### src/tfu_pkg.sv
// Purpose: shared constants of the tdm frame timing unit
// Assumes: one 10 MHz system clock; all pins sampled on it
// Notes: frame timing counts in half periods of the reference clock
package tfu_pkg;
   localparam int SYS_CLK_NS = 100;
   localparam int REF_CLK_KHZ = 8192;
   localparam int HALF_TICK_NS = 61;
   // pulse widths as printed, in ns
   localparam int BASE_NARROW_NS = 122;
   localparam int BASE_WIDE_NS = 244;
   localparam int DBL_NARROW_NS = 61;
   localparam int DBL_WIDE_NS = 122;
   // widths in half ticks of the reference clock
   localparam logic [2:0] BASE_NARROW_HT = 3'(BASE_NARROW_NS / HALF_TICK_NS);
   localparam logic [2:0] BASE_WIDE_HT = 3'(BASE_WIDE_NS / HALF_TICK_NS);
   localparam logic [2:0] DBL_NARROW_HT = 3'(DBL_NARROW_NS / HALF_TICK_NS);
   localparam logic [2:0] DBL_WIDE_HT = 3'(DBL_WIDE_NS / HALF_TICK_NS);
   // input frame pulse width in reference periods
   localparam logic [1:0] FP_IN_NARROW_REF = 2'h1;
   localparam logic [1:0] FP_IN_WIDE_REF = 2'h2;
   // frame geometry: 1024 reference periods, 4 bits per period
   localparam int HT_BITS = 11;
   localparam logic [HT_BITS-1:0] HT_LAST = 11'h7ff;
   localparam int BITS_PER_REF = 4;
   localparam int CHAN_BITS = 9;
   localparam int STREAMS = 8;
   // idle-level samples needed to decide the frame pulse style
   localparam logic [2:0] IDLE_LOCK_CNT = 3'h7;
endpackage : tfu_pkg

### src/tfu_lane.sv
// Purpose: one serial stream lane: nibble-to-byte receive, byte-to-nibble send
// Assumes: four stream bits arrive per reference period, msb first
// Notes: a channel spans two reference periods
`timescale 1ns/1ps
module tfu_lane (
   input wire logic sys_clk_i,
   input wire logic nrst_i,
   input wire logic tick_i,
   input wire logic first_i,
   input wire logic [3:0] ser_i,
   input wire logic [7:0] tx_byte_i,
   output logic [7:0] rx_byte_o,
   output logic rx_valid_o,
   output logic [3:0] ser_o
);
   logic [3:0] hi_r;
   logic [3:0] tx_lo_r;

   // receive: first nibble held, second completes the channel byte
   always_ff @(posedge sys_clk_i or negedge nrst_i) begin
      if (!nrst_i) begin
         hi_r <= 4'h0;
         rx_byte_o <= 8'h00;
         rx_valid_o <= 1'b0;
      end else begin
         rx_valid_o <= 1'b0;
         if (tick_i && first_i) begin
            hi_r <= ser_i;
         end else if (tick_i) begin
            rx_byte_o <= {hi_r, ser_i};
            rx_valid_o <= 1'b1;
         end
      end
   end

   // send: whole byte taken at channel start so it cannot tear mid-channel
   always_ff @(posedge sys_clk_i or negedge nrst_i) begin
      if (!nrst_i) begin
         tx_lo_r <= 4'h0;
         ser_o <= 4'h0;
      end else if (tick_i && first_i) begin
         ser_o <= tx_byte_i[7:4];
         tx_lo_r <= tx_byte_i[3:0];
      end else if (tick_i) begin
         ser_o <= tx_lo_r;
      end
   end

   // bounded form: ticks one reference period apart, as the source makes them
   a_rx_pairing: assert property (@(posedge sys_clk_i) disable iff (!nrst_i)
      (tick_i && first_i) ##1 (!tick_i) [*3] ##1 (tick_i && !first_i)
      |=> rx_valid_o && rx_byte_o == {$past(ser_i, 5), $past(ser_i)})
      else $error("rx byte not paired from two nibbles");
endmodule : tfu_lane

### src/tfu_timing.sv
// Purpose: frame and clock timing of a 32.768 Mbps time-slot switch
// Assumes: ref clock, frame pulse and stream nibbles are synchronous samples
// Notes: generated clocks are modelled as levels and one-cycle ticks
//
// Contract
// - the internal frame boundary sits on the rising or falling reference edge per input_edge_select.
// - the input frame pulse is 122 ns wide when pulse_width_select is low, else 244 ns.
// - native or gci frame pulse style is detected with no setting.
// - the base output clock edge chosen by output_edge_select marks the output frame boundary.
// - the base output frame pulse is 122 ns wide when pulse_width_select is low, else 244 ns.
// - both output frame pulses repeat at 8 kHz in the detected input style.
// - serial output data is aligned to the base output clock and frame pulse.
// - a 16.384 MHz output clock is made, aligned to the double-rate frame boundary.
// - the double-rate frame pulse is 61 ns wide when pulse_width_select is low, else 122 ns.
// - eight backplane input streams of 512 channels are accepted.
// - eight local input streams of 512 channels are accepted.
// - eight backplane and eight local output streams of 512 channels are driven.
`timescale 1ns/1ps
module tfu_timing (
   input wire logic sys_clk_i,
   input wire logic nrst_i,
   input wire logic ref_clock_in_i,
   input wire logic frame_pulse_in_i,
   input wire logic input_edge_select_i,
   input wire logic output_edge_select_i,
   input wire logic pulse_width_select_i,
   input wire logic [31:0] backplane_serial_in_i,
   input wire logic [31:0] local_serial_in_i,
   input wire logic [63:0] backplane_tx_byte_i,
   input wire logic [63:0] local_tx_byte_i,
   output logic base_clock_out_o,
   output logic base_frame_out_o,
   output logic double_clock_out_o,
   output logic double_frame_out_o,
   output logic [31:0] backplane_serial_out_o,
   output logic [31:0] local_serial_out_o,
   output logic [63:0] backplane_rx_byte_o,
   output logic [7:0] backplane_rx_valid_o,
   output logic [63:0] local_rx_byte_o,
   output logic [7:0] local_rx_valid_o,
   output logic [8:0] channel_o,
   output logic frame_start_o,
   output logic locked_o,
   output logic gci_mode_o,
   output logic width_err_o
);
   logic ref_prev_r;
   logic rise;
   logic fall;
   logic half_tick;
   logic tick;
   logic fp_act;
   logic start_evt;
   logic act_prev_r;
   logic idle_r;
   logic [2:0] idle_cnt_r;
   logic [1:0] run_r;
   logic [tfu_pkg::HT_BITS-1:0] hc_r;
   logic [tfu_pkg::HT_BITS-1:0] hc_nxt;
   logic [2:0] base_w;
   logic [2:0] dbl_w;
   logic [1:0] fp_w;
   logic first;

   assign rise = ref_clock_in_i && !ref_prev_r;
   assign fall = !ref_clock_in_i && ref_prev_r;
   assign half_tick = rise || fall;
   assign tick = input_edge_select_i ? rise : fall;
   // pulse is the level away from idle; meaningless until style is known
   assign fp_act = locked_o && (frame_pulse_in_i != idle_r);
   assign start_evt = tick && fp_act && !act_prev_r;
   assign base_w = pulse_width_select_i ? tfu_pkg::BASE_WIDE_HT : tfu_pkg::BASE_NARROW_HT;
   assign dbl_w = pulse_width_select_i ? tfu_pkg::DBL_WIDE_HT : tfu_pkg::DBL_NARROW_HT;
   assign fp_w = pulse_width_select_i ? tfu_pkg::FP_IN_WIDE_REF : tfu_pkg::FP_IN_NARROW_REF;
   assign first = !hc_nxt[1];
   assign gci_mode_o = !idle_r;

   always_ff @(posedge sys_clk_i or negedge nrst_i) begin
      if (!nrst_i) begin
         ref_prev_r <= 1'b0;
      end else begin
         ref_prev_r <= ref_clock_in_i;
      end
   end

   // style detect: a long run of one level is the idle level;
   // idle high means native active-low pulses, idle low means gci
   always_ff @(posedge sys_clk_i or negedge nrst_i) begin
      if (!nrst_i) begin
         idle_r <= 1'b1;
         idle_cnt_r <= 3'h0;
         locked_o <= 1'b0;
      end else if (tick) begin
         if (frame_pulse_in_i != idle_r && !locked_o) begin
            idle_r <= frame_pulse_in_i;
            idle_cnt_r <= 3'h0;
         end else if (idle_cnt_r != tfu_pkg::IDLE_LOCK_CNT) begin
            idle_cnt_r <= idle_cnt_r + 3'h1;
         end else begin
            locked_o <= 1'b1;
         end
      end
   end

   // input pulse width check, counted in reference periods
   always_ff @(posedge sys_clk_i or negedge nrst_i) begin
      if (!nrst_i) begin
         act_prev_r <= 1'b0;
         run_r <= 2'h0;
         width_err_o <= 1'b0;
      end else begin
         width_err_o <= 1'b0;
         if (tick) begin
            act_prev_r <= fp_act;
            if (fp_act && run_r != 2'h3) begin
               run_r <= run_r + 2'h1;
            end else if (!fp_act) begin
               run_r <= 2'h0;
               width_err_o <= act_prev_r && (run_r != fp_w);
            end
         end
      end
   end

   // frame counter in half reference periods, 2048 per 125 us frame
   always_comb begin
      hc_nxt = hc_r;
      if (start_evt) begin
         hc_nxt = '0;
      end else if (half_tick) begin
         hc_nxt = (hc_r == tfu_pkg::HT_LAST) ? '0 : hc_r + 11'h1;
      end
   end

   always_ff @(posedge sys_clk_i or negedge nrst_i) begin
      if (!nrst_i) begin
         hc_r <= '0;
         channel_o <= 9'h000;
         frame_start_o <= 1'b0;
      end else begin
         hc_r <= hc_nxt;
         frame_start_o <= start_evt;
         if (tick) begin
            channel_o <= hc_nxt[tfu_pkg::HT_BITS-1:2];
         end
      end
   end

   // generated clocks and frame pulses; frame pulse polarity follows detected style
   always_ff @(posedge sys_clk_i or negedge nrst_i) begin
      if (!nrst_i) begin
         base_clock_out_o <= 1'b0;
         double_clock_out_o <= 1'b0;
         base_frame_out_o <= 1'b1;
         double_frame_out_o <= 1'b1;
      end else begin
         // inverting when the edge choices differ moves the boundary edge
         base_clock_out_o <= ref_clock_in_i ^ (input_edge_select_i ^ output_edge_select_i);
         double_clock_out_o <= half_tick;
         base_frame_out_o <= (locked_o && hc_nxt < 11'(base_w)) ? !idle_r : idle_r;
         double_frame_out_o <= (locked_o && hc_nxt < 11'(dbl_w)) ? !idle_r : idle_r;
      end
   end

   for (genvar g = 0; g < tfu_pkg::STREAMS; g++) begin : g_lane
      tfu_lane u_bp (
         .sys_clk_i(sys_clk_i),
         .nrst_i(nrst_i),
         .tick_i(tick),
         .first_i(first),
         .ser_i(backplane_serial_in_i[4*g +: 4]),
         .tx_byte_i(backplane_tx_byte_i[8*g +: 8]),
         .rx_byte_o(backplane_rx_byte_o[8*g +: 8]),
         .rx_valid_o(backplane_rx_valid_o[g]),
         .ser_o(backplane_serial_out_o[4*g +: 4])
      );
      tfu_lane u_loc (
         .sys_clk_i(sys_clk_i),
         .nrst_i(nrst_i),
         .tick_i(tick),
         .first_i(first),
         .ser_i(local_serial_in_i[4*g +: 4]),
         .tx_byte_i(local_tx_byte_i[8*g +: 8]),
         .rx_byte_o(local_rx_byte_o[8*g +: 8]),
         .rx_valid_o(local_rx_valid_o[g]),
         .ser_o(local_serial_out_o[4*g +: 4])
      );
   end

   a_frame_restart: assert property (@(posedge sys_clk_i) disable iff (!nrst_i)
      start_evt |=> hc_r == '0 && frame_start_o)
      else $error("frame counter not realigned to input pulse");
   a_frame_wrap: assert property (@(posedge sys_clk_i) disable iff (!nrst_i)
      (half_tick && hc_r == tfu_pkg::HT_LAST) |=> hc_r == '0)
      else $error("frame counter did not wrap at 2048 half periods");
   a_edge_choice: assert property (@(posedge sys_clk_i) disable iff (!nrst_i)
      tick |-> ref_clock_in_i == input_edge_select_i && $past(ref_clock_in_i) != ref_clock_in_i)
      else $error("frame tick on wrong reference edge");
   a_base_narrow: assert property (@(posedge sys_clk_i) disable iff (!nrst_i)
      (!pulse_width_select_i && $stable(pulse_width_select_i) && $past(hc_nxt) >= 11'h2)
      |-> base_frame_out_o == $past(idle_r))
      else $error("base frame pulse longer than two half periods");
   a_base_wide: assert property (@(posedge sys_clk_i) disable iff (!nrst_i)
      (pulse_width_select_i && $past(pulse_width_select_i) && $past(locked_o) && locked_o
       && $past(hc_nxt) < 11'h4) |-> base_frame_out_o == gci_mode_o)
      else $error("base frame pulse missing or wrong style");
   a_dbl_narrow: assert property (@(posedge sys_clk_i) disable iff (!nrst_i)
      (!pulse_width_select_i && $stable(pulse_width_select_i) && $past(hc_nxt) >= 11'h1)
      |-> double_frame_out_o == $past(idle_r))
      else $error("double frame pulse longer than one half period");
   a_dbl_wide: assert property (@(posedge sys_clk_i) disable iff (!nrst_i)
      (pulse_width_select_i && $past(pulse_width_select_i) && $past(locked_o) && locked_o
       && $past(hc_nxt) == 11'h1) |-> double_frame_out_o != idle_r)
      else $error("double frame pulse too short in wide mode");
   a_style_lock: assert property (@(posedge sys_clk_i) disable iff (!nrst_i)
      (tick && idle_cnt_r == tfu_pkg::IDLE_LOCK_CNT && !locked_o
       && frame_pulse_in_i == idle_r) |=> locked_o)
      else $error("frame style not locked after idle run");
   a_dbl_clock: assert property (@(posedge sys_clk_i) disable iff (!nrst_i)
      half_tick |=> double_clock_out_o ##1 (double_clock_out_o == $past(half_tick)))
      else $error("double clock not following reference edges");
   a_width_check: assert property (@(posedge sys_clk_i) disable iff (!nrst_i)
      (tick && !fp_act && act_prev_r && run_r != fp_w) |=> width_err_o)
      else $error("bad input pulse width not flagged");
endmodule : tfu_timing

### config.mk
export PLATFORM = sky130hd
export DESIGN_NAME = tfu_timing
export DESIGN_NICKNAME = d
export VERILOG_FILES = /design/src/tfu_pkg.sv /design/src/tfu_lane.sv /design/src/tfu_timing.sv
export SDC_FILE = /design/constraint.sdc
export NUM_CORES = 1
export LEC_CHECK = 0
export ABC_AREA = 1
export BUFFER_PORTS_ARGS = -buffer_cell sky130_fd_sc_hd__buf_2
export CORE_ASPECT_RATIO = 1.25
export CORE_MARGIN = 2
export CORE_UTILIZATION = 31
export CTS_BUF_LIST = sky130_fd_sc_hd__clkbuf_4 sky130_fd_sc_hd__clkbuf_8
export CTS_CLUSTER_DIAMETER = 120
export DETAILED_ROUTE_END_ITERATION = 16
export HOLD_SLACK_MARGIN = 0.12
export SETUP_SLACK_MARGIN = 0.05
export SLEW_MARGIN = 10
export SYNTH_ARGS = -nofsm -noshare
export SYNTH_HDL_FRONTEND = slang
export SYNTH_SLANG_ARGS = --single-unit
### constraint.sdc
create_clock -name sys_clk_i -period 2.17 [get_ports sys_clk_i]
set_input_delay 0.217 -clock sys_clk_i [delete_from_list [all_inputs] [get_ports sys_clk_i]]
set_output_delay 0.217 -clock sys_clk_i [all_outputs]
set_load 0.01 [all_outputs]
Yosys cells after proc, flatten, opt, wreduce, memory -nomap -nowiden
Cells that the tools add are included.
{"block": "classes", "addsub": 3, "n_lt_le_gt_ge": 2, "n_eq_ne": 6, "n_mux": 50, "n_bitwise": 5, "n_reduce_logical": 25}
{"operator": "two-way mux 4 bit", "n": 32}
{"operator": "two-way mux 11 bit", "n": 3}
{"operator": "adder 11 x 1 -> 11 bit (second input constant)", "n": 1}
{"operator": "== test 11 bit (second input constant)", "n": 1}
{"operator": "logical AND 1 bit", "n": 11}
{"operator": "less-than comparator 11 x 2 -> 1 bit", "n": 1}
{"operator": "less-than comparator 11 x 3 -> 1 bit", "n": 1}
{"operator": "two-way mux 3 bit", "n": 3}
{"operator": "two-way mux 1 bit", "n": 8}
{"operator": "two-way mux 2 bit", "n": 4}
{"operator": "AND reduction 2 bit", "n": 4}
{"operator": "zero test 1 bit", "n": 6}
{"operator": "nonzero test 2 bit", "n": 2}
{"operator": "adder 3 x 1 -> 3 bit (second input constant)", "n": 1}
{"operator": "!= test 3 bit (second input constant)", "n": 1}
{"operator": "NOT 1 bit", "n": 3}
{"operator": "AND reduction 3 bit", "n": 1}
{"operator": "adder 2 x 1 -> 2 bit (second input constant)", "n": 1}
{"operator": "!= test 2 x 1 -> 1 bit (second input constant)", "n": 1}
{"operator": "!= test 2 bit", "n": 1}
{"operator": "!= test 2 bit (second input constant)", "n": 1}
{"operator": "bitwise XOR 1 bit", "n": 2}
{"operator": "logical OR 1 bit", "n": 1}
{"operator": "!= test 1 bit", "n": 1}
{"block": "totals", "regBits": 356, "input_bits": 199, "output_inout_bits": 225, "word_cells": 170}

Logic depth before layout (Yosys ltp)
Gate-level depths: netlist of run 1.
{"block": "depth", "ltp_word": 10, "mapped_depth": 15, "ltp_nobuf": 15}

By module
Synthesis of run 1 repeated with hierarchy kept, for this count alone.
{"block": "unflattened", "hier_cells": 1749, "area_unflattened_um2": 15951.5}
{"module": "tfu_lane", "n_inst": 16, "cells_per_inst": 95, "area_per_inst_um2": 880.8, "seq_area_each_um2": 525.5}
{"module": "tfu_timing", "n_inst": 1, "cells_per_inst": 229, "area_per_inst_um2": 1858.0, "seq_area_each_um2": 879.6}

Worst setup path before layout of run 1
No wires, ideal clock.
{"block": "synth_path", "kind": "register to register", "start": "reg ref_prev_r", "end": "reg double_frame_out_o", "setup_time_ns": 0.076, "t_arrival_ns": 1.810, "required_time_ns": 2.094, "path_slack_ns": 0.284, "stages_incl_launch_ff": 14, "n_path_buf": 0, "synth_period_minus_slack_ns": 1.886, "path_cell_list": "dfrtp_1 > ha_1 > inv_2 > nand3_1 > nor2_2 > nand3_1 > nand2_1 > nor2_1 > nor2_1 > nand2_1 > nor2_1 > nand2_1 > nand2_1 > nand2_1"}
{"block": "synth_between", "word_cells_on_any_way": 12, "cone_classes": "order compare: 1; mux: 4; reduce/logical: 7"}
{"element": "start: declaration", "line": "tfu_timing.sv:47", "source": "logic ref_prev_r;"}
{"element": "start signal: assignment", "line": "tfu_timing.sv:82", "source": "ref_prev_r <= ref_clock_in_i;"}
{"element": "zero test 1 bit", "line": "tfu_timing.sv:65", "source": "assign rise = ref_clock_in_i && !ref_prev_r;"}
{"element": "logical AND 1 bit", "line": "tfu_timing.sv:65"}
{"element": "logical OR 1 bit (*)", "line": "tfu_timing.sv:67", "source": "assign half_tick = rise || fall;"}
{"element": "named net half_tick", "line": "tfu_timing.sv:50", "source": "logic half_tick;"}
{"element": "two-way mux 11 bit (*)", "line": "tfu_timing.sv:130", "source": "end else if (half_tick) begin"}
{"element": "two-way mux 11 bit (*)", "line": "tfu_timing.sv:128", "source": "if (start_evt) begin"}
{"element": "named net hc_nxt, one bit", "line": "tfu_timing.sv:59", "source": "logic [tfu_pkg::HT_BITS-1:0] hc_nxt;"}
{"element": "less-than comparator 11 x 2 -> 1 bit (*)", "line": "tfu_timing.sv:161", "source": "double_frame_out_o <= (locked_o && hc_nxt < 11'(dbl_w)) ? !idle_r : idle_r;"}
{"element": "logical AND 1 bit (*)", "line": "tfu_timing.sv:161"}
{"element": "two-way mux 1 bit (*)", "line": "tfu_timing.sv:161"}
{"element": "end signal: assignment", "line": "tfu_timing.sv:161"}
{"element": "end: declaration", "line": "tfu_timing.sv:34", "source": "output logic double_frame_out_o,"}
The timed path passes the listed nets; every way through them passes the cells marked *.
A chain may end at the register's enable or synchronous reset.

Worst setup path in the final report of run 1
{"block": "layout_path", "start": "reg hc_r[1] (netlist bit)", "end": "reg g_lane[7].u_loc.rx_byte_o[0]"}
{"block": "layout_between", "elab_chain_len": 8, "word_cells_on_any_way": 9, "cone_classes": "add/sub: 1; eq/ne: 1; mux: 3; bitwise: 1; reduce/logical: 3"}
{"element": "start: declaration", "line": "tfu_timing.sv:58", "source": "logic [tfu_pkg::HT_BITS-1:0] hc_r;"}
{"element": "start signal: assignment", "line": "tfu_timing.sv:141", "source": "hc_r <= hc_nxt;"}
{"element": "adder 11 x 1 -> 11 bit or == test 11 bit (tied branches)", "line": "tfu_timing.sv:131", "source": "hc_nxt = (hc_r == tfu_pkg::HT_LAST) ? '0 : hc_r + 11'h1;"}
{"element": "two-way mux 11 bit", "line": "tfu_timing.sv:131"}
{"element": "two-way mux 11 bit (*)", "line": "tfu_timing.sv:130"}
{"element": "two-way mux 11 bit (*)", "line": "tfu_timing.sv:128"}
{"element": "zero test 1 bit (*)", "line": "tfu_timing.sv:75", "source": "assign first = !hc_nxt[1];"}
{"element": "logical AND 1 bit (*)", "line": "tfu_lane.sv:27", "source": "if (tick_i && first_i) begin"}
{"element": "NOT 1 bit (no source line) (*)"}
{"element": "AND reduction 2 bit (no source line) (*)"}
{"element": "end signal: assignment", "line": "tfu_lane.sv:30", "source": "rx_byte_o <= {hi_r, ser_i};"}
{"element": "end: declaration", "line": "tfu_lane.sv:12", "source": "output logic [7:0] rx_byte_o,"}
Mark *: on every way between the ends. The rest lies on a longest branch, timed or not.

==> qor.csv, run 1 <==
metric;value;unit
Worst-path clk slew;0.07;ns
worst reg2reg startpoint;hc_r[1]$_DFF_PN0_;
main combinational cell family by area after synthesis;simple AND/OR/NAND/NOR gates;
die height;244;µm
most common cell in the netlist;nand2_1;
critical path launch point type;flip-flop;
WL per Instance;16.4;µm
Crit-path slowest cell;dfrtp_1;
Most common cell on crit path;nand2_1;
largest net degree at the start of global routing;93;
kind of critical path;reg2reg;
Reg power frac;0.436;
vias in the first global route;13466;
CP arrival;2.53;ns
Max-slew headroom;0.717;
initial core utilization;0.315;
Routed WL;48.0;mm
DRC viols;0;
Post-DRT Antenna Nets;0;
Reg2Reg Depth;13;
CTS tree;yes;
# rows;87;
simple-gate share of the synthesized area;0.287;
power share of the clock group;0.242;
DP Wirelength;29.2;mm
Synth Area in Compound Gates;0.0258;
Placed Area;17200;µm²
status;completed;
mux cell area share after synthesis;0.000701;
Final Power;26300;µW
Critical path buffers and inverters;3;
Least-Margin Pin Slew;0.424;ns
Hold Crit Start;input_edge_select_i;
Async SR Flop Fraction;1.00;
global-route wire length before repair;70.2;mm
drt initial violations;559;
max-cap check violation count;0;
Filler cells;4271;
sequential share of the synthesized area;0.624;
Adder-Cell Fraction of Synth Area;0.00701;
Routability Congestion;0.857;
RSZ-0062 raised after global routing;true;
worst hold path endpoint;act_prev_r$_DFFE_PN0P_;
DIE WIDTH;196;µm
P_sw;9430;µW
Tmin final;2.02;ns
worst-path fanout max;22;
pwr/cell area;1250;nW/µm²
Comb pwr share;0.323;
clk buf depth;3;
Area contributors post-synth;dfrtp_1, nand2_1, nand3_1, o21ai_0, inv_1;
post-synth top area cell;dfrtp_1;
endpoint class of the critical path;flip-flop;
overall die area;47800;µm²
Hold/Removal Path Class;in2reg;
Top-Level Pins;424;
FF+latch count, synth;356;
Worst path top cell family by delay;simple AND/OR/NAND/NOR gates;
Post-synth EDFFs;0;
Post-Syn Area per Cell;8.70;µm²
synthesis-to-finish area growth;47.4;%
Syn. warnings;0;
total grt overflow;0;
maximum VDD drop;626;µV
fin crit share;0.929;
share of post-route cells with drive strength above 1;0.267;
Syn Std Cell Area;14300;µm²
synth unique cells;30;
Worst Hold Depth;5;
crit-path max cell delay;0.42;ns
top_reg_cell synth;dfrtp_1;
Port Buffer Count;423;
P_leak;0.0115;µW
vias;13319;
total track usage;0.184;
Yosys top cell area share;0.619;
Synthesized Nets;1848;
clk_lat worst skew;0.64;ns
CTS Buf Count;58;
Worst Clk Skew;0.0261;ns
cell count after synthesis;1641;
post-route cell area;21000;µm²
core footprint;45300;µm²
nets@finish;2510;
most instantiated cells after synthesis;nand2_1, dfrtp_1, nand3_1;
switching share of power;0.359;
Sink Count;356;
final hold vios;0;
Cell Int Power;16900;µW
Worst setup startpoint;hc_r[1]$_DFF_PN0_;
crit path cell chain;ha_4 > nand2_1 > nor2_1 > nand3_1 > nand3_2 > nand2_2 > nand2_4 > nor2_4 > buf_12 > inv_8 > clkbuf_16 > nand2_1 > o21ai_0;
r2r endpoint;g_lane[7].u_loc.rx_byte_o[0]$_DFFE_PN0P_;
critical path required time;2.68;ns
Fin Setup TNS;0;ns
flop2flop setup slack;0.15;ns
XOR/XNOR Fraction of Synth Area;0.00245;
fmax;496;MHz
H-tree depth;2;
drt pass-1 iters;4;
Slew Viols, Final;0;
initial antenna violation count;3;
Via density;4.54;
final setup vio count;0;
Root Buffer;clkbuf_8;
## cells in the final DEF, fill, tap and decap left out, drive strengths merged
| cell type | netlist | routed |
|---|---|---|
| o21bai | 1 | 1 |
| clkinv | 0 | 15 |
| mux2i | 1 | 1 |
| ha | 8 | 8 |
| bufinv | 0 | 1 |
| dlygate4sd3 | 0 | 198 |
| a21oi | 3 | 3 |
| clkinvlp | 0 | 2 |
| dfstp | 3 | 3 |
| nand3 | 71 | 71 |
| o21ai | 48 | 48 |
| xnor2 | 2 | 2 |
| buf | 69 | 485 |
| dfrtp | 353 | 353 |
| nand4 | 2 | 2 |
| o31ai | 2 | 2 |
| a2111oi | 1 | 1 |
| nand2 | 957 | 957 |
| inv | 58 | 57 |
| nor2 | 25 | 25 |
| a21o | 1 | 1 |
| clkbuf | 24 | 102 |
| o211ai | 10 | 10 |
| diode | 0 | 3 |
| xor2 | 2 | 2 |
## routing by layer
metal / track usage / wire length, µm / up-vias
met1: 0.208 / 18600 / 6316
met5: 0 / 0 / -
li1: - / - / 6356
met4: 0.112 / 2620 / 0
met2: 0.314 / 24000 / 474
met3: 0.0456 / 2810 / 173
## logic make-up (layout without fill, tap and decap cells)
group                    count (synthesis)  after routing
AND/OR/NAND/NOR                       1055           1055
flip-flops                             356            356
buffers and inverters                  151            860
AO/OA/AOI/OAI                           66             66
adder cells (fa/ha/maj)                  8              8
XOR/XNOR                                 4              4
multiplexers                             1              1
other                                    0              3
## power groups by stage
stage	logic, µW	clock network, µW	registers [µW]
after floorplan	3440	0	12000
after global placement	7570	0	11400
after detailed placement	7770	0	11500
after CTS	8100	6550	11400
after global routing	9510	6810	11800
final	8490	6350	11400
## stage by stage
stage	cells	setup slack (ns)	utilization	hold WS (ns)
after floorplan	1641	0.284	-	-0.0786
after global placement	2600	0.0758	0.379	0.193
after detailed placement	2600	-0.00526	0.379	0.204
after CTS	2907	0.0383	0.453	0.178
after global routing	2931	0.0324	0.465	0.180
final	2931	0.155	0.465	0.183
## worst reg2reg max path, delay by kind of cell (launching register included)
family                   cells  cell delay [ns]
AO/OA/AOI/OAI                1             0.07
adder cells (fa/ha/maj)      1             0.18
buffers and inverters        3             0.51
flip-flops                   1             0.42
AND/OR/NAND/NOR              8             0.74
## worst max path at each step
stage | end | depth (start not counted)
after global routing | g_lane[3].u_loc.hi_r[3]$_DFFE_PN0P_ | 13
after CTS | g_lane[2].u_bp.rx_byte_o[3]$_DFFE_PN0P_ | 11
final | g_lane[7].u_loc.rx_byte_o[0]$_DFFE_PN0P_ | 13
after detailed placement | base_frame_out_o$_DFF_PN1_ | 14
after global placement | g_lane[6].u_bp.rx_byte_o[3]$_DFFE_PN0P_ | 12
after floorplan | double_frame_out_o$_DFF_PN1_ | 13
## cell type report
type,count,area (µm²),share of cell area
antenna,3,7.51,0.000357
clock buffer,90,1180,0.0559
clock inverter,17,119,0.00565
inverter,58,243,0.0115
multi-input combinational,1134,4680,0.222
sequential,356,8910,0.423
tap,578,723,0.0344
timing repair buffer,695,5190,0.246
## sequential cells by signal (all words and copies together) (netlist names), 9 cells and up
signal	count
channel_o	9
hc_r	11
g_lane.u_loc.rx_byte_o	64
g_lane.u_bp.rx_byte_o	64
g_lane.u_loc.ser_o	32
g_lane.u_loc.hi_r	32
g_lane.u_bp.hi_r	32
g_lane.u_bp.ser_o	32
g_lane.u_bp.tx_lo_r	32
g_lane.u_loc.tx_lo_r	32
## timing repair
action | CTS | global route
hold buffers | 199 | 0
cloned | 1 | 13
endpoints found under the setup margin | 7 | 324
hold endpoints to repair | 623 | 0
setup buffers | 0 | 8
pin swaps | 0 | 2
gates resized for setup | 1 | 36
(Power assumes the default switching activity.)
==> run 2, diff against run 1 <==
Settings changed: CELL_PAD_IN_SITES_DETAIL_PLACEMENT set to 0, CELL_PAD_IN_SITES_GLOBAL_PLACEMENT set to 1, GPL_ROUTABILITY_DRIVEN set to 0, PLACE_DENSITY_LB_ADDON set to 0.1.
==> qor.csv, run 2 (same netlist as run 1, synthesis figures left out) <==
metric;value;unit;change
status;completed;;
flop2flop setup slack;0.17;ns;about the same
Via density;4.39;;-3.3%
fin crit share;0.923;;-0.00598
Post-DRT Antenna Nets;0;;unchanged
biggest regs;g_lane.u_bp.rx_byte_o (64), g_lane.u_loc.rx_byte_o (64);;
core footprint;45300;µm²;unchanged
Final Non-Filler Cells;2919;;-0.41%
drt pass-1 iters;5;;+1
overall die area;47800;µm²;unchanged
Hold/Removal Path Class;in2async;;
total track usage;0.194;;+0.00975
vias;12824;;-3.7%
final setup vio count;0;;unchanged
Routed WL;46.6;mm;-2.9%
maximum VDD drop;609;µV;-2.8%
total grt overflow;0;;unchanged
critical path required time;2.75;ns;+0.07 ns
RSZ-0062 raised after global routing;true;;
endpoint class of the critical path;flip-flop;;
die height;244;µm;unchanged
DIE WIDTH;196;µm;unchanged
WL per Instance;16.0;µm;-2.5%
Root Buffer;clkbuf_8;;
# rows;87;;unchanged
CTS tree;yes;;
vias in the first global route;13265;;-1.5%
initial antenna violation count;4;;+1
fmax;499;MHz;+0.65%
H-tree depth;2;;unchanged
synthesis-to-finish area growth;45.5;%;
P_leak;0.0114;µW;-1.2%
clk_lat worst skew;0.64;ns;about the same
CP arrival;2.59;ns;+0.06 ns
Tmin final;2.00;ns;-0.0130 ns
kind of critical path;reg2reg;;
critical path launch point type;flip-flop;;
Top-Level Pins;424;;unchanged
Max-slew headroom;0.633;;-0.0846
clk buf depth;3;;unchanged
placed cell count;2594;;-0.23%
Least-Margin Pin Slew;0.551;ns;+0.127 ns
share of post-route cells with drive strength above 1;0.263;;-0.00473
global-route wire length before repair;72.9;mm;+3.9%
Worst Clk Skew;0.0159;ns;-0.0103 ns
final hold vios;0;;unchanged
worst-path fanout max;54;;+150%
max-cap check violation count;0;;unchanged
Fin Setup TNS;0;ns;unchanged
most frequent cells in the layout;nand2_1, buf_2, dfrtp_1, dlygate4sd3_1, clkbuf_8;;
Sink Count;356;;unchanged
Slew Viols, Final;0;;unchanged
CTS Buf Count;59;;+1.7%
DP Wirelength;30.8;mm;+5.6%
Worst-path clk slew;0.06;ns;about the same
initial core utilization;0.315;;unchanged
largest net degree at the start of global routing;96;;+3.2%
commonest non-fill, non-tap cell in the layout;nand2_1;;
DRC viols;0;;unchanged
Port Buffer Count;423;;unchanged
nets@finish;2497;;-0.52%
drt initial violations;519;;-7.2%
pwr/cell area;1250;nW/µm²;+0.29%
==> run 2: cell count changes in the layout (fill, tap and decap cells not counted), moves of 2 or more <==
cell / previous run / this run
clkbuf_4: 10 / 24
clkbuf_16: 12 / 1
clkinv_2: 13 / 4
buf_12: 14 / 22
buf_6: 8 / 1
buf_16: 5 / 3
buf_4: 34 / 32
nand2_1: 953 / 955
==> run 2: critical path, stage by stage (launching register included) <==
cell and delay (ns):
dfrtp_1 0.41, inv_1 0.07, ha_1 0.14, nand2_1 0.05, nand2_1 0.14, nand4_4 0.18
nand2_4 0.14, inv_2 0.08, nor2_8 0.11, buf_12 0.14, buf_16 0.22, nand2_1 0.12
nand2_1 0.08
==> run 2: power by group <==
| group | internal [µW] | switching, µW | total (µW) | leakage [µW] |
|---|---|---|---|---|
| combinational | 3460 | 4770 | 8230 | 0.00620 |
| clock | 3640 | 2800 | 6440 | 0.000695 |
| sequential | 9680 | 1670 | 11400 | 0.00447 |
==> run 2: through the flow <==
step | hold slack [ns] | utilization | setup slack (ns) | total power, µW | area [µm²]
detailed placement | 0.112 | 0.380 | 0.00925 | 19400 | 17200
floorplan | -0.0786 | - | 0.284 | 15500 | 14300
CTS | 0.145 | 0.454 | 0.0576 | 26400 | 20600
finish | 0.194 | 0.459 | 0.168 | 26000 | 20800
global route | 0.173 | 0.459 | 0.0380 | 28100 | 20800
global placement | 0.111 | 0.380 | 0.0103 | 19300 | 17200
==> run 2: cell type report <==
class | instances | area (µm²)
fillers | 4516 | 24500
flip-flops and latches | 356 | 8910
repair buffers | 681 | 4920
multi-input cells | 1134 | 4670
clock buffers | 103 | 1270
well taps | 578 | 723
inverters | 58 | 235
clock inverters | 7 | 42.5
diodes | 2 | 5.00
==> run 2: layer usage <==
| layer | part of all wire | global-route usage | vias up |
|---|---|---|---|
| met5 | 0.00052 | 0 | - |
| met4 | 0.042 | 0.0851 | 4 |
| met3 | 0.064 | 0.0560 | 118 |
| met2 | 0.48 | 0.323 | 370 |
| met1 | 0.41 | 0.233 | 6001 |
| li1 | - | - | 6331 |
==> run 2: repair_timing <==
item / in CTS / in global routing
setup endpoints to repair: 63 / 204
hold endpoints to repair: 625 / 0
gates resized for setup: 5 / 15
pin swaps: 1 / 2
cloned: 0 / 1
buffers inserted: 2 / 10
hold buffers: 200 / 0
==> run 2: path summary, 6_finish.rpt <==
kind / start / cells past startpoint / to
max reg2reg: ref_prev_r$_DFF_PN0_ / 12 / g_lane[3].u_loc.hi_r[2]$_DFFE_PN0P_
min: nrst_i / 3 / channel_o[8]$_DFFE_PN0P_
min in group sys_clk_i: ref_clock_in_i / 2 / ref_prev_r$_DFF_PN0_
max in group asynchronous: nrst_i / 4 / g_lane[3].u_loc.hi_r[2]$_DFFE_PN0P_
max: ref_prev_r$_DFF_PN0_ / 12 / g_lane[3].u_loc.hi_r[2]$_DFFE_PN0P_
min reg2reg: g_lane[5].u_loc.rx_byte_o[4]$_DFFE_PN0P_ / 2 / g_lane[5].u_loc.rx_byte_o[4]$_DFFE_PN0P_
==> run 3, diff against run 2 <==
Settings changed: CTS_BUF_LIST sky130_fd_sc_hd__clkbuf_4 sky130_fd_sc_hd__clkbuf_8 to sky130_fd_sc_hd__clkbuf_16.
==> qor.csv, run 3 (same netlist as run 1, synthesis figures left out) <==
metric;value;unit;change
Setup crit end;g_lane[0].u_loc.hi_r[3]$_DFFE_PN0P_;;
nets@finish;2482;;-0.60%
Port Buffer Count;423;;unchanged
Max-slew headroom;0.637;;+0.00408
Worst-path clk slew;0.06;ns;about the same
CP arrival;2.46;ns;-0.13 ns
placed cell count;2594;;unchanged
total track usage;0.192;;-0.00185
global-route wire length before repair;72.6;mm;-0.46%
die height;244;µm;unchanged
Worst Clk Skew;0.0138;ns;-0.00205 ns
Hold/Removal Path Class;in2async;;
Least-Margin Pin Slew;0.545;ns;-0.00612 ns
DP Wirelength;30.8;mm;unchanged
final hold vios;0;;unchanged
DR WL met2;23.3;mm;+4.2%
critical path required time;2.64;ns;-0.11 ns
Top-Level Pins;424;;unchanged
worst reg2reg startpoint;hc_r[1]$_DFF_PN0_;;
Filler cells;4515;;-0.022%
CTS Buf Count;39;;-34%
drt initial violations;501;;-3.5%
status;completed;;
Final Power;26200;µW;+0.48%
WL met3;2.84;mm;-5.1%
synthesis-to-finish area growth;45.7;%;
flop2flop setup slack;0.18;ns;about the same
DIE WIDTH;196;µm;unchanged
Routed WL;47.5;mm;+2.0%
share of post-route cells with drive strength above 1;0.242;;-0.0204
Fin Setup TNS;0;ns;unchanged
DRC viols;0;;unchanged
Reg2Reg Depth;13;;+1
biggest regs;g_lane.u_bp.rx_byte_o (64), g_lane.u_loc.rx_byte_o (64);;
Placed Area;17200;µm²;unchanged
initial antenna violation count;4;;unchanged
total grt overflow;0;;unchanged
fin crit share;0.919;;-0.00361
Worst setup startpoint;hc_r[1]$_DFF_PN0_;;
H-tree depth;2;;unchanged
initial core utilization;0.315;;unchanged
final critical-path setup slack;0.175;ns;+0.00783 ns
overall die area;47800;µm²;unchanged
WL per Instance;16.5;µm;+3.3%
kind of critical path;reg2reg;;
r2r endpoint;g_lane[0].u_loc.hi_r[3]$_DFFE_PN0P_;;
fmax;501;MHz;+0.39%
Post-DRT Antenna Nets;0;;unchanged
final setup vio count;0;;unchanged
clk buf depth;3;;unchanged
max-cap check violation count;0;;unchanged
Tmin final;1.99;ns;-0.00783 ns
pwr/cell area;1260;nW/µm²;+0.35%
vias in the first global route;13095;;-1.3%
critical path launch point type;flip-flop;;
commonest non-fill, non-tap cell in the layout;nand2_1;;
clk_lat worst skew;0.53;ns;-0.11 ns
DP Worst Slack;0.00925;ns;unchanged
P_leak;0.0113;µW;-0.11%
Sink Count;356;;unchanged
Final Non-Filler Cells;2881;;-1.3%
top routing layer used;met5;;
most frequent cells in the layout;nand2_1, buf_2, dfrtp_1, dlygate4sd3_1, nand3_1;;
# rows;87;;unchanged
post-route cell area;20800;µm²;+0.13%
RSZ-0062 raised after global routing;true;;
core footprint;45300;µm²;unchanged
maximum VDD drop;612;µV;+0.55%
largest net degree at the start of global routing;96;;unchanged
vias;12729;;-0.74%
Via density;4.42;;+0.57%
endpoint class of the critical path;flip-flop;;
Metal-1 WL;19.6;mm;+2.0%
CTS tree;yes;;
Slew Viols, Final;0;;unchanged
drt pass-1 iters;4;;-1
Root Buffer;clkbuf_16;;
worst-path fanout max;44;;-19%
-- run 3: cell count changes in the layout (fill, tap and decap cells not counted), moves of 3 or more --
cell,before,now
clkbuf_8,79,0
clkbuf_16,1,46
inv_1,52,61
bufinv_16,0,3
clkinv_1,0,10
clkbuf_4,24,0
-- run 3: critical path, stage by stage, from the launching register on --
cell and delay (ns):
dfrtp_1 0.42, ha_4 0.17, nand2_1 0.05, nor2_1 0.11, nand3_1 0.12, nand3_1 0.09
nand2_1 0.08, nand2_4 0.09, inv_2 0.08, nor2_8 0.11, buf_12 0.15, buf_12 0.21
nand2_1 0.14, nand2_1 0.09
-- run 3: power breakdown --
| group | switching (µW) | internal, µW |
|---|---|---|
| Combinational | 4820 | 3550 |
| Sequential | 1680 | 9680 |
| Clock | 2680 | 3740 |
| Total | 9180 | 17000 |
-- run 3: final cells by class --
cell class | instances | area, µm² | area share
Clock buffer | 41 | 1030 | 0.0493
Timing Repair Buffer | 686 | 5050 | 0.243
Clock inverter | 26 | 183 | 0.00878
Inverter | 58 | 233 | 0.0112
Sequential cell | 356 | 8910 | 0.428
Multi-Input combinational cell | 1134 | 4670 | 0.224
Tap cell | 578 | 723 | 0.0348
Antenna cell | 2 | 5.00 | 0.000241
-- run 3: metrics by stage --
stage | hold slack (ns) | util
final | 0.143 | 0.459
after global routing | 0.144 | 0.459
after CTS | 0.133 | 0.453
after detailed placement | 0.112 | 0.380
after global placement | 0.111 | 0.380
after floorplan | -0.0786 | -
-- run 3: routing by layer --
metal  vias to the layer above  track usage
li1                       6294            -
met3                        94       0.0476
met1                      5975        0.234
met5                         -            0
met2                       362        0.328
met4                         4       0.0735
-- run 3: repair_timing --
action | 4_1_cts | 5_1_grt
gates cloned | 1 | 6
setup buffers | 4 | 10
pin swaps | 1 | 5
hold buffers | 198 | 0
resized for setup | 6 | 13
setup endpoints to repair | 78 | 235
hold endpoints to repair | 562 | 0
-- run 3: worst min-delay path by stage --
stage,startpoint,endpoint,slack [ns],cells past startpoint
after CTS,nrst_i,channel_o[8]$_DFFE_PN0P_,0.13,2
after detailed placement,nrst_i,channel_o[8]$_DFFE_PN0P_,0.11,1
final,nrst_i,channel_o[8]$_DFFE_PN0P_,0.14,2
after global placement,nrst_i,channel_o[8]$_DFFE_PN0P_,0.11,1
after global routing,nrst_i,channel_o[8]$_DFFE_PN0P_,0.14,2
after floorplan,nrst_i,act_prev_r$_DFFE_PN0P_,-0.08,0
